File: src/ppfc_consts.svh
// Purpose: constants for the port pin function block
// Assumes: AXI4-Lite byte addresses, 8-bit port fields in the low byte
// Notes: port index 0..5 = osc port, reset port, timer port, capture port, serial port, plain port
`ifndef PPFC_CONSTS_SVH
`define PPFC_CONSTS_SVH
`define PPFC_NPORT 6
`define PPFC_STRIDE 12'h020
`define PPFC_OFS_LATCH 12'h000
`define PPFC_OFS_DIR 12'h004
`define PPFC_OFS_FUNC 12'h008
`define PPFC_OFS_DRV 12'h00c
`define PPFC_OFS_PU 12'h010
`define PPFC_OFS_READ 12'h014
`define PPFC_OFS_ROUTE 12'h100
`define PPFC_OFS_RSTPIN 12'h104
`define PPFC_RSTPIN_KEY 8'h5a
`define PPFC_FUNC_RST0 8'h01
`define PPFC_ROUTE_SYNC 2'h2
`define PPFC_RESP_OK 2'h0
`define PPFC_RESP_ERR 2'h2
// implemented bits, one byte per port, port 0 in the low byte
`define PPFC_MASK_PIN 48'hff1f1fff0f0f
`define PPFC_MASK_FUNC 48'h000d031f0005
`define PPFC_MASK_DRV 48'h001f00000000
`define PPFC_MASK_PU 48'h000000000f0f
`endif

File: src/ppfc_pkg.sv
// Purpose: types for the port pin function block
// Assumes: constants header alongside
// Notes: none
`include "ppfc_consts.svh"
package ppfc_pkg;
	typedef logic [`PPFC_NPORT-1:0][7:0] ppfc_bank_t;
	typedef struct packed {
		ppfc_bank_t latch;
		ppfc_bank_t dir;
		ppfc_bank_t func;
		ppfc_bank_t drv;
		ppfc_bank_t pu;
	} ppfc_cfg_t;
endpackage

File: src/ppfc_top.sv
// Purpose: per-pin direction, alternate function, drive type and pull-up control
// Assumes: pad inputs synchronous to CLK; peripherals drive ALT_O
// Notes: registers over AXI4-Lite, one aligned word each
// Behaviour
// - oscillator port is four bits, each bit's direction set individually
// - oscillator port pins hand over to high and low frequency oscillators
// - each oscillator port bit has a software pull-up
// - pull-up only acts while the bit is an input
// - reset-shared pin is reset input until a reconfiguration step
// - don't-care settings do not change pin behaviour
// - selectable pins switch between open-drain and push-pull
// - settings without a register bit keep no storage
// - output mode drives latch value low or high
// - clearing oscillator input function with oscillator on raises internal reset
//
// Decided for this implementation: the AXI4-Lite interface to the registers and the register offsets.
`timescale 1ns/1ps
`default_nettype none
`include "ppfc_consts.svh"
module ppfc_top (
	// clock and reset
	input wire logic CLK,
	input wire logic RST_B,
	// axi4-lite slave
	input wire logic [11:0] AWADDR,
	input wire logic AWVALID,
	output logic AWREADY,
	input wire logic [31:0] WDATA,
	input wire logic [3:0] WSTRB,
	input wire logic WVALID,
	output logic WREADY,
	output logic [1:0] BRESP,
	output logic BVALID,
	input wire logic BREADY,
	input wire logic [11:0] ARADDR,
	input wire logic ARVALID,
	output logic ARREADY,
	output logic [31:0] RDATA,
	output logic [1:0] RRESP,
	output logic RVALID,
	input wire logic RREADY,
	// pads
	input wire ppfc_pkg::ppfc_bank_t PAD_I,
	output ppfc_pkg::ppfc_bank_t PAD_O,
	output ppfc_pkg::ppfc_bank_t PAD_OE,
	output ppfc_pkg::ppfc_bank_t PAD_PU,
	// peripherals
	input wire ppfc_pkg::ppfc_bank_t ALT_O,
	output ppfc_pkg::ppfc_bank_t ALT_I,
	input wire logic HF_OSC_ENABLE,
	output logic HF_OSC_SEL,
	output logic LF_OSC_SEL,
	output logic EXT_RESET_EN,
	output logic CLK_FACTOR_RST,
	output logic SER_B_UART,
	output logic SER_B_SYNC
);
	import ppfc_pkg::*;

	localparam int NP = `PPFC_NPORT;
	localparam logic [47:0] PIN_MASK = `PPFC_MASK_PIN;

	function automatic logic [7:0] mask_of(input logic [47:0] m, input int p);
		mask_of = m[p*8 +: 8];
	endfunction

	// ****************************************
	// bus and register state
	// ****************************************
	ppfc_cfg_t cfg_q, cfg_d;
	logic [1:0] route_q, route_d;
	logic rst_port_q, rst_port_d;
	logic clkrst_q, clkrst_d;
	logic aw_got_q, aw_got_d, w_got_q, w_got_d;
	logic [11:0] awaddr_q, awaddr_d;
	logic [7:0] wdata_q, wdata_d;
	logic wstrb_q, wstrb_d;
	logic bvalid_q, bvalid_d, rvalid_q, rvalid_d;
	logic [1:0] bresp_q, bresp_d, rresp_q, rresp_d;
	logic [31:0] rdata_q, rdata_d;
	ppfc_bank_t rdback;
	logic do_wr, wr_hit;
	logic [7:0] rd_val;
	logic rd_hit;

	assign do_wr = aw_got_q & w_got_q & ~bvalid_q;

	always_comb begin
		cfg_d = cfg_q;
		route_d = route_q;
		rst_port_d = rst_port_q;
		clkrst_d = 1'b0;
		aw_got_d = aw_got_q;
		w_got_d = w_got_q;
		awaddr_d = awaddr_q;
		wdata_d = wdata_q;
		wstrb_d = wstrb_q;
		bvalid_d = bvalid_q & ~BREADY;
		bresp_d = bresp_q;
		rvalid_d = rvalid_q & ~RREADY;
		rresp_d = rresp_q;
		rdata_d = rdata_q;
		wr_hit = 1'b0;
		rd_hit = 1'b0;
		rd_val = 8'h00;
		// address and data taken in either order
		if (AWVALID & ~aw_got_q & ~bvalid_q) begin
			aw_got_d = 1'b1;
			awaddr_d = AWADDR;
		end
		if (WVALID & ~w_got_q & ~bvalid_q) begin
			w_got_d = 1'b1;
			wdata_d = WDATA[7:0];
			wstrb_d = WSTRB[0];
		end
		if (do_wr) begin
			aw_got_d = 1'b0;
			w_got_d = 1'b0;
			bvalid_d = 1'b1;
			for (int p = 0; p < NP; p++) begin
				if (awaddr_q[11:5] == 7'(p) && awaddr_q[4:0] <= 5'h10 && awaddr_q[1:0] == 2'h0) begin
					wr_hit = awaddr_q[4:2] != 3'h5;
					if (wstrb_q) begin
						case (awaddr_q[4:0])
							5'(`PPFC_OFS_LATCH): cfg_d.latch[p] = wdata_q & mask_of(`PPFC_MASK_PIN, p);
							5'(`PPFC_OFS_DIR): cfg_d.dir[p] = wdata_q & mask_of(`PPFC_MASK_PIN, p);
							// unimplemented bits stay at their reset constant
							5'(`PPFC_OFS_FUNC): cfg_d.func[p] = wdata_q & mask_of(`PPFC_MASK_FUNC, p);
							5'(`PPFC_OFS_DRV): cfg_d.drv[p] = wdata_q & mask_of(`PPFC_MASK_DRV, p);
							5'(`PPFC_OFS_PU): cfg_d.pu[p] = wdata_q & mask_of(`PPFC_MASK_PU, p);
							default: cfg_d.pu[p] = cfg_q.pu[p];
						endcase
					end
				end
			end
			if (awaddr_q == `PPFC_OFS_ROUTE) begin
				wr_hit = 1'b1;
				if (wstrb_q) route_d = wdata_q[1:0];
			end
			if (awaddr_q == `PPFC_OFS_RSTPIN) begin
				wr_hit = 1'b1;
				// key write only; no way back short of a reset
				if (wstrb_q && wdata_q == `PPFC_RSTPIN_KEY) rst_port_d = 1'b1;
			end
			// pulse on writing 0 to the hf input function while the oscillator runs
			if (awaddr_q == `PPFC_OFS_FUNC && wstrb_q && !wdata_q[0] && HF_OSC_ENABLE) begin
				clkrst_d = 1'b1;
			end
			bresp_d = wr_hit ? `PPFC_RESP_OK : `PPFC_RESP_ERR;
		end
		if (ARVALID & ~rvalid_q) begin
			for (int p = 0; p < NP; p++) begin
				if (ARADDR[11:5] == 7'(p) && ARADDR[4:0] <= 5'h14 && ARADDR[1:0] == 2'h0) begin
					rd_hit = 1'b1;
					case (ARADDR[4:2])
						3'h0: rd_val = cfg_q.latch[p];
						3'h1: rd_val = cfg_q.dir[p];
						3'h2: rd_val = cfg_q.func[p];
						3'h3: rd_val = cfg_q.drv[p];
						3'h4: rd_val = cfg_q.pu[p];
						default: rd_val = rdback[p];
					endcase
				end
			end
			if (ARADDR == `PPFC_OFS_ROUTE) begin
				rd_hit = 1'b1;
				rd_val = {6'h00, route_q};
			end
			if (ARADDR == `PPFC_OFS_RSTPIN) begin
				rd_hit = 1'b1;
				rd_val = {7'h00, rst_port_q};
			end
			rvalid_d = 1'b1;
			rdata_d = {24'h000000, rd_val};
			rresp_d = rd_hit ? `PPFC_RESP_OK : `PPFC_RESP_ERR;
		end
	end

	// ****************************************
	// pin logic
	// ****************************************
	ppfc_bank_t pad_o_d, pad_oe_d, pad_pu_d, alt_i_d;
	logic [NP*8-1:0] osc_hold;

	// osc pins are analog while selected: no digital drive, no readback
	assign osc_hold = {44'h00000000000, {2{cfg_q.func[0][2]}}, {2{cfg_q.func[0][0]}}};

	genvar gp, gb;
	generate
		for (gp = 0; gp < NP; gp++) begin : g_port
			for (gb = 0; gb < 8; gb++) begin : g_bit
				logic hold, outv;
				assign hold = osc_hold[gp*8+gb] | (gp == 1 && gb == 0 && !rst_port_q);
				// waveform reaches the pin only with both direction and function set
				assign outv = (cfg_q.dir[gp][gb] & cfg_q.func[gp][gb]) ? ALT_O[gp][gb]
					: cfg_q.latch[gp][gb];
				assign pad_o_d[gp][gb] = outv;
				// open-drain sinks only, releases the pin for a high
				assign pad_oe_d[gp][gb] = cfg_q.dir[gp][gb] & ~hold
					& ~(cfg_q.drv[gp][gb] & outv);
				assign pad_pu_d[gp][gb] = cfg_q.pu[gp][gb] & ~cfg_q.dir[gp][gb] & ~hold;
				// input side ignores the function bit
				assign alt_i_d[gp][gb] = PAD_I[gp][gb] & ~cfg_q.dir[gp][gb];
				assign rdback[gp][gb] = PAD_I[gp][gb] & ~cfg_q.dir[gp][gb] & ~hold
					& PIN_MASK[gp*8+gb];
			end
		end
	endgenerate

	always_ff @(posedge CLK or negedge RST_B) begin
		if (!RST_B) begin
			cfg_q <= '0;
			cfg_q.func[0] <= `PPFC_FUNC_RST0;
			route_q <= 2'h0;
			rst_port_q <= 1'b0;
			clkrst_q <= 1'b0;
			aw_got_q <= 1'b0;
			w_got_q <= 1'b0;
			awaddr_q <= 12'h000;
			wdata_q <= 8'h00;
			wstrb_q <= 1'b0;
			bvalid_q <= 1'b0;
			bresp_q <= 2'h0;
			rvalid_q <= 1'b0;
			rresp_q <= 2'h0;
			rdata_q <= 32'h00000000;
			PAD_O <= '0;
			PAD_OE <= '0;
			PAD_PU <= '0;
			ALT_I <= '0;
			HF_OSC_SEL <= 1'b0;
			LF_OSC_SEL <= 1'b0;
			EXT_RESET_EN <= 1'b1;
			SER_B_UART <= 1'b0;
			SER_B_SYNC <= 1'b0;
		end else begin
			cfg_q <= cfg_d;
			route_q <= route_d;
			rst_port_q <= rst_port_d;
			clkrst_q <= clkrst_d;
			aw_got_q <= aw_got_d;
			w_got_q <= w_got_d;
			awaddr_q <= awaddr_d;
			wdata_q <= wdata_d;
			wstrb_q <= wstrb_d;
			bvalid_q <= bvalid_d;
			bresp_q <= bresp_d;
			rvalid_q <= rvalid_d;
			rresp_q <= rresp_d;
			rdata_q <= rdata_d;
			PAD_O <= pad_o_d;
			PAD_OE <= pad_oe_d;
			PAD_PU <= pad_pu_d;
			ALT_I <= alt_i_d;
			HF_OSC_SEL <= cfg_q.func[0][0];
			LF_OSC_SEL <= cfg_q.func[0][2];
			EXT_RESET_EN <= ~rst_port_q;
			SER_B_UART <= ~route_q[1];
			SER_B_SYNC <= route_q == `PPFC_ROUTE_SYNC;
		end
	end

	assign AWREADY = ~aw_got_q & ~bvalid_q;
	assign WREADY = ~w_got_q & ~bvalid_q;
	assign BVALID = bvalid_q;
	assign BRESP = bresp_q;
	assign ARREADY = ~rvalid_q;
	assign RVALID = rvalid_q;
	assign RDATA = rdata_q;
	assign RRESP = rresp_q;
	assign CLK_FACTOR_RST = clkrst_q;
endmodule
`default_nettype wire

File: config.mk
export PLATFORM = sky130hd
export DESIGN_NAME = ppfc_top
export DESIGN_NICKNAME = d
export VERILOG_FILES = /design/src/ppfc_pkg.sv /design/src/ppfc_top.sv
export VERILOG_INCLUDE_DIRS = /design/src /design/src/src
export SDC_FILE = /design/constraint.sdc
export NUM_CORES = 1
export LEC_CHECK = 0
export BUFFER_PORTS_ARGS = -buffer_cell sky130_fd_sc_hd__buf_4
export CAP_MARGIN = 15
export CORE_ASPECT_RATIO = 1.1
export CORE_MARGIN = 2
export CORE_UTILIZATION = 33
export DETAILED_ROUTE_END_ITERATION = 10
export GPL_ROUTABILITY_DRIVEN = 0
export GPL_TIMING_DRIVEN = 0
export PLACE_DENSITY = 0.64
export SYNTH_ARGS = -nofsm -noshare
export SYNTH_HDL_FRONTEND = slang
export SYNTH_SLANG_ARGS = --single-unit
File: constraint.sdc
create_clock -name CLK -period 6.6 [get_ports CLK]
set_input_delay 0.99 -clock CLK [delete_from_list [all_inputs] [get_ports CLK]]
set_output_delay 0.99 -clock CLK [all_outputs]
set_load 0.01 [all_outputs]
==> report_table.html <==
<table>
<tr><th>Metric</th><th>Value</th></tr>
<tr><th colspan="2">STA</th></tr>
<tr><td>Fin crit share</td><td>0.451</td></tr>
<tr><td>Final number of setup-violating endpoints</td><td>0</td></tr>
<tr><td>Pin slew with the least headroom to its limit</td><td>1.01 ns</td></tr>
<tr><td>Setup repair after global routing missed its margin</td><td>no</td></tr>
<tr><td>Number of hold violations in the final report</td><td>0</td></tr>
<tr><td>Skew final</td><td>~0.027 ns</td></tr>
<tr><td>Max_slew headroom</td><td>0.321</td></tr>
<tr><td>Maximum operating frequency</td><td>0.336 GHz</td></tr>
<tr><td>Post-layout min period</td><td>2.98 ns</td></tr>
<tr><td>Max Transition Viols Final</td><td>0</td></tr>
<tr><td>Setup tns final</td><td>0 ns</td></tr>
<tr><th colspan="2">Setup path</th></tr>
<tr><td>Kind of critical path</td><td>in2reg</td></tr>
<tr><td>Data arrival time at the worst-slack endpoint</td><td>3.39 ns</td></tr>
<tr><td>Worst setup SP type</td><td>input port</td></tr>
<tr><td>Worst Setup End Kind</td><td>register</td></tr>
<tr><td>Flop-to-flop setup slack</td><td>about 4 ns</td></tr>
<tr><td>Worst path required time</td><td>7.01 ns</td></tr>
<tr><td>Crit path max fanout</td><td>10</td></tr>
<tr><th colspan="2">Floorplan</th></tr>
<tr><td>Placeable core region</td><td>~0.034 sq mm</td></tr>
<tr><td>Floorplan die height</td><td>roughly 200 um</td></tr>
<tr><td>Effective utilization at floorplan</td><td>0.332</td></tr>
<tr><td>Full die area</td><td>0.0357 sq mm</td></tr>
<tr><td>Number of core rows</td><td>71</td></tr>
<tr><td>Die Width</td><td>180 um</td></tr>
<tr><td>Num ports</td><td>between 400 and 500</td></tr>
<tr><th colspan="2">Place</th></tr>
<tr><td>Sum of net half-perimeters after detailed placement</td><td>25.3 mm</td></tr>
<tr><td>Number of input and output port buffers inserted</td><td>roughly 240</td></tr>
<tr><th colspan="2">CTS</th></tr>
<tr><td>Sink Count</td><td>261</td></tr>
<tr><td>Maximum count of clock buffers along a single path</td><td>3</td></tr>
<tr><td>Post-CTS Setup Bufs</td><td>0</td></tr>
<tr><td>Cts repair resizes</td><td>0</td></tr>
<tr><td>H-tree Lvls</td><td>1</td></tr>
<tr><td>Clk slew on worst S/H paths</td><td>0.06 ns</td></tr>
<tr><td>Number of hold-repair buffers added at the cts stage</td><td>0</td></tr>
<tr><td>Number of buffers created by CTS</td><td>28</td></tr>
<tr><td>Worst-skew pair later-pin latency</td><td>~0.56 ns</td></tr>
<tr><td>TritonCTS clock tree</td><td>yes</td></tr>
<tr><td>Clock Tree Root</td><td>sky130_fd_sc_hd__clkbuf_16</td></tr>
<tr><th colspan="2">Layout</th></tr>
<tr><td>Final #Nets</td><td>1405</td></tr>
<tr><td>Post-synthesis to final-layout area growth</td><td>32.1%</td></tr>
<tr><td>Most common cell after layout, fill and taps aside</td><td>sky130_fd_sc_hd__buf_4</td></tr>
<tr><td>Ant. Diodes</td><td>0</td></tr>
<tr><td>Proportion of layout cells with a drive suffix above 1</td><td>0.437</td></tr>
<tr><td>Most used cells in the layout excluding fill and tap cells</td><td>sky130_fd_sc_hd__buf_4, sky130_fd_sc_hd__dfrtp_1, sky130_fd_sc_hd__mux2_2, sky130_fd_sc_hd__conb_1, sky130_fd_sc_hd__nor2b_1</td></tr>
<tr><th colspan="2">Synthesis</th></tr>
<tr><td>Yosys Warn Count</td><td>0</td></tr>
<tr><td>Register bit total from synthesis</td><td>261</td></tr>
<tr><td>Count of different cell masters after synthesis</td><td>66</td></tr>
<tr><td>Commonest register cell after synthesis</td><td>sky130_fd_sc_hd__dfrtp_1</td></tr>
<tr><td>Async set or reset register ratio after synthesis</td><td>1.00</td></tr>
<tr><td>Sequential element share of the synthesized area</td><td>0.579</td></tr>
<tr><td>Cell area after synthesis</td><td>0.0113 sq mm</td></tr>
<tr><td>Gate count of the mapped netlist</td><td>roughly 880</td></tr>
<tr><td>Mean area per synthesized cell</td><td>12.9 sq um</td></tr>
<tr><td>Number of enable-type register cells in the synthesized netlist</td><td>0</td></tr>
<tr><th colspan="2">Power and ir drop</th></tr>
<tr><td>Peak supply drop</td><td>0.162 mV</td></tr>
<tr><td>Total net switching power</td><td>1110 uW</td></tr>
<tr><td>Clock network fraction of total power</td><td>0.375</td></tr>
<tr><td>Part of the power in registers</td><td>0.459</td></tr>
<tr><td>Net Sw Frac</td><td>0.282</td></tr>
<tr><td>Tot Pwr</td><td>3930 uW</td></tr>
<tr><td>P per Cell Area</td><td>264 mW/mm^2</td></tr>
<tr><td>Share of power burned in combinational logic</td><td>0.166</td></tr>
<tr><td>Power Internal</td><td>roughly 2800 uW</td></tr>
<tr><td>LEAKAGE</td><td>0.00752 uW</td></tr>
<tr><th colspan="2">Flow run</th></tr>
<tr><td>MaxCap Viol Count</td><td>0</td></tr>
<tr><th colspan="2">Routing</th></tr>
<tr><td>WL final</td><td>roughly 34 mm</td></tr>
<tr><td>Vias/cell</td><td>4.81</td></tr>
<tr><td>Avg WL per Cell</td><td>20.0 um</td></tr>
<tr><td>DRT Pass-1 Iters</td><td>5</td></tr>
<tr><td>Number of DRC markers in iteration 0</td><td>706</td></tr>
<tr><td>DRC violations left</td><td>0</td></tr>
<tr><td>DRT antenna net count</td><td>0</td></tr>
<tr><td>Vias post-DR</td><td>about 8k</td></tr>
<tr><th colspan="2">GRT</th></tr>
<tr><td>Total routing usage reported by global routing</td><td>0.186</td></tr>
<tr><td>Residual overflow from global routing</td><td>0</td></tr>
<tr><td>Number of antenna violations at the first check in global routing</td><td>2</td></tr>
<tr><td>Wire length of the first global-routing pass</td><td>50.7 mm</td></tr>
<tr><td>Maximum number of pins on one net before global-route repair</td><td>111</td></tr>
<tr><td>Vias in the first global route</td><td>8213</td></tr>
<tr><th colspan="2">Hold path</th></tr>
<tr><td>Min-Delay Path Class</td><td>in2async</td></tr>
<tr><th colspan="2">Outcome</th></tr>
<tr><td>Run status</td><td>completed</td></tr>
</table>
==> final cells by class <==
| class | count | area (sq um) |
|---|---|---|
| Clock buffer | 43 | 808 |
| Tap cell | 438 | 548 |
| Clock inverter | 8 | 46.3 |
| Buffer | 133 | 860 |
| Timing Repair Buffer | 243 | 1870 |
| Sequential cell | 261 | 6530 |
| Inverter | 7 | 26.3 |
| Fill cell | 3177 | 19000 |
| Multi-Input combinational cell | 567 | 4210 |
==> cell families after synthesis <==
logic type,after synthesis,synth area share
flops,261,0.579
mux,146,0.146
compound gates,123,0.0820
other cells,1,0.000333
buf+inv,140,0.0786
simple gates,204,0.113
==> registers in the layout (all words and copies together), names as in the netlist, 2 cells and up <==
name / flops
PAD_O: 34
wdata_q: 8
awaddr_q: 12
RDATA: 8
route_q: 2
PAD_PU: 8
PAD_OE: 34
ALT_I: 48
cfg_q: 93
==> final timing paths <==
check,start,endpoint,cells after the start
min reg2reg,cfg_q[96]$_DFFE_PN1P_,HF_OSC_SEL$_DFF_PN0_,0
min,RST_B,ALT_I[39]$_DFF_PN0_,1
max reg2reg,awaddr_q[9]$_DFFE_PN0P_,cfg_q[213]$_DFFE_PN0P_,5
min in group CLK,cfg_q[96]$_DFFE_PN1P_,HF_OSC_SEL$_DFF_PN0_,0
max in group asynchronous,RST_B,EXT_RESET_EN$_DFF_PN1_,3
max,ARADDR[3],RDATA[0]$_DFFE_PN0P_,8
==> synth_stat cells, types with 3 or more instances <==
cell,n,area (sq um)
sky130_fd_sc_hd__and2_1,7,43.8
sky130_fd_sc_hd__a222oi_1,17,170
sky130_fd_sc_hd__mux2i_1,3,30.0
sky130_fd_sc_hd__a21oi_1,18,90.1
sky130_fd_sc_hd__a21boi_0,5,37.5
sky130_fd_sc_hd__nor2_1,23,86.3
sky130_fd_sc_hd__buf_2,6,30.0
sky130_fd_sc_hd__a2bb2oi_1,3,26.3
sky130_fd_sc_hd__nor3b_1,8,60.1
sky130_fd_sc_hd__mux2_2,142,1600
sky130_fd_sc_hd__clkbuf_1,29,109
sky130_fd_sc_hd__and3b_1,6,52.6
sky130_fd_sc_hd__nand2_1,43,161
sky130_fd_sc_hd__a21o_1,3,22.5
sky130_fd_sc_hd__buf_1,4,15.0
sky130_fd_sc_hd__o21ai_0,11,55.1
sky130_fd_sc_hd__inv_1,7,26.3
sky130_fd_sc_hd__a22oi_1,7,52.6
sky130_fd_sc_hd__o22ai_1,13,81.3
sky130_fd_sc_hd__nand2b_1,5,31.3
sky130_fd_sc_hd__nor2b_1,45,282
sky130_fd_sc_hd__a22o_1,22,193
sky130_fd_sc_hd__o31ai_1,3,22.5
sky130_fd_sc_hd__buf_4,94,706
sky130_fd_sc_hd__nand4_1,7,43.8
sky130_fd_sc_hd__nor3_1,9,45.0
sky130_fd_sc_hd__a221oi_1,3,26.3
sky130_fd_sc_hd__nand3_1,11,55.1
sky130_fd_sc_hd__nor4_1,3,18.8
sky130_fd_sc_hd__dfrtp_1,259,6480
sky130_fd_sc_hd__nor2_4,8,90.1
==> worst max-delay path, stage by stage <==
cell	delay, ns
sky130_fd_sc_hd__clkbuf_1	0.44
sky130_fd_sc_hd__buf_2	0.40
sky130_fd_sc_hd__buf_2	0.32
sky130_fd_sc_hd__mux2_2	0.38
sky130_fd_sc_hd__a222oi_1	0.38
sky130_fd_sc_hd__nor2_1	0.11
sky130_fd_sc_hd__o31ai_1	0.26
sky130_fd_sc_hd__nand3_1	0.10
==> metrics by stage <==
stage          hold WS, ns  std cells  worst slack, ns  utilization  cell area (sq um)
3_3_place_gp         0.382       1647             2.36        0.412              14000
3_5_place_dp         0.388       1649             3.10        0.414              14000
2_1_floorplan        0.365        968             3.83            -              11600
6_report             0.347       1700             3.62        0.439              14900
5_1_grt              0.372       1700             3.58        0.439              14900
4_1_cts              0.351       1700             3.65        0.439              14900
==> power groups by stage <==
stage,Combinational [uW],Clock [uW],Sequential [uW]
detailed placement,654,0,1840
CTS,655,1510,1810
finish,653,1470,1810
floorplan,379,0,1810
global route,711,1580,1820
global placement,637,0,1830
==> per-layer routing <==
metal	wire length, um	GRT usage	vias up
met3	2630	0.0375	82
met1	13600	0.235	4021
met4	1150	0.0693	4
met5	27	0	-
li1	-	-	3699
met2	16500	0.316	369
Power figures use the tool's default switching activity.
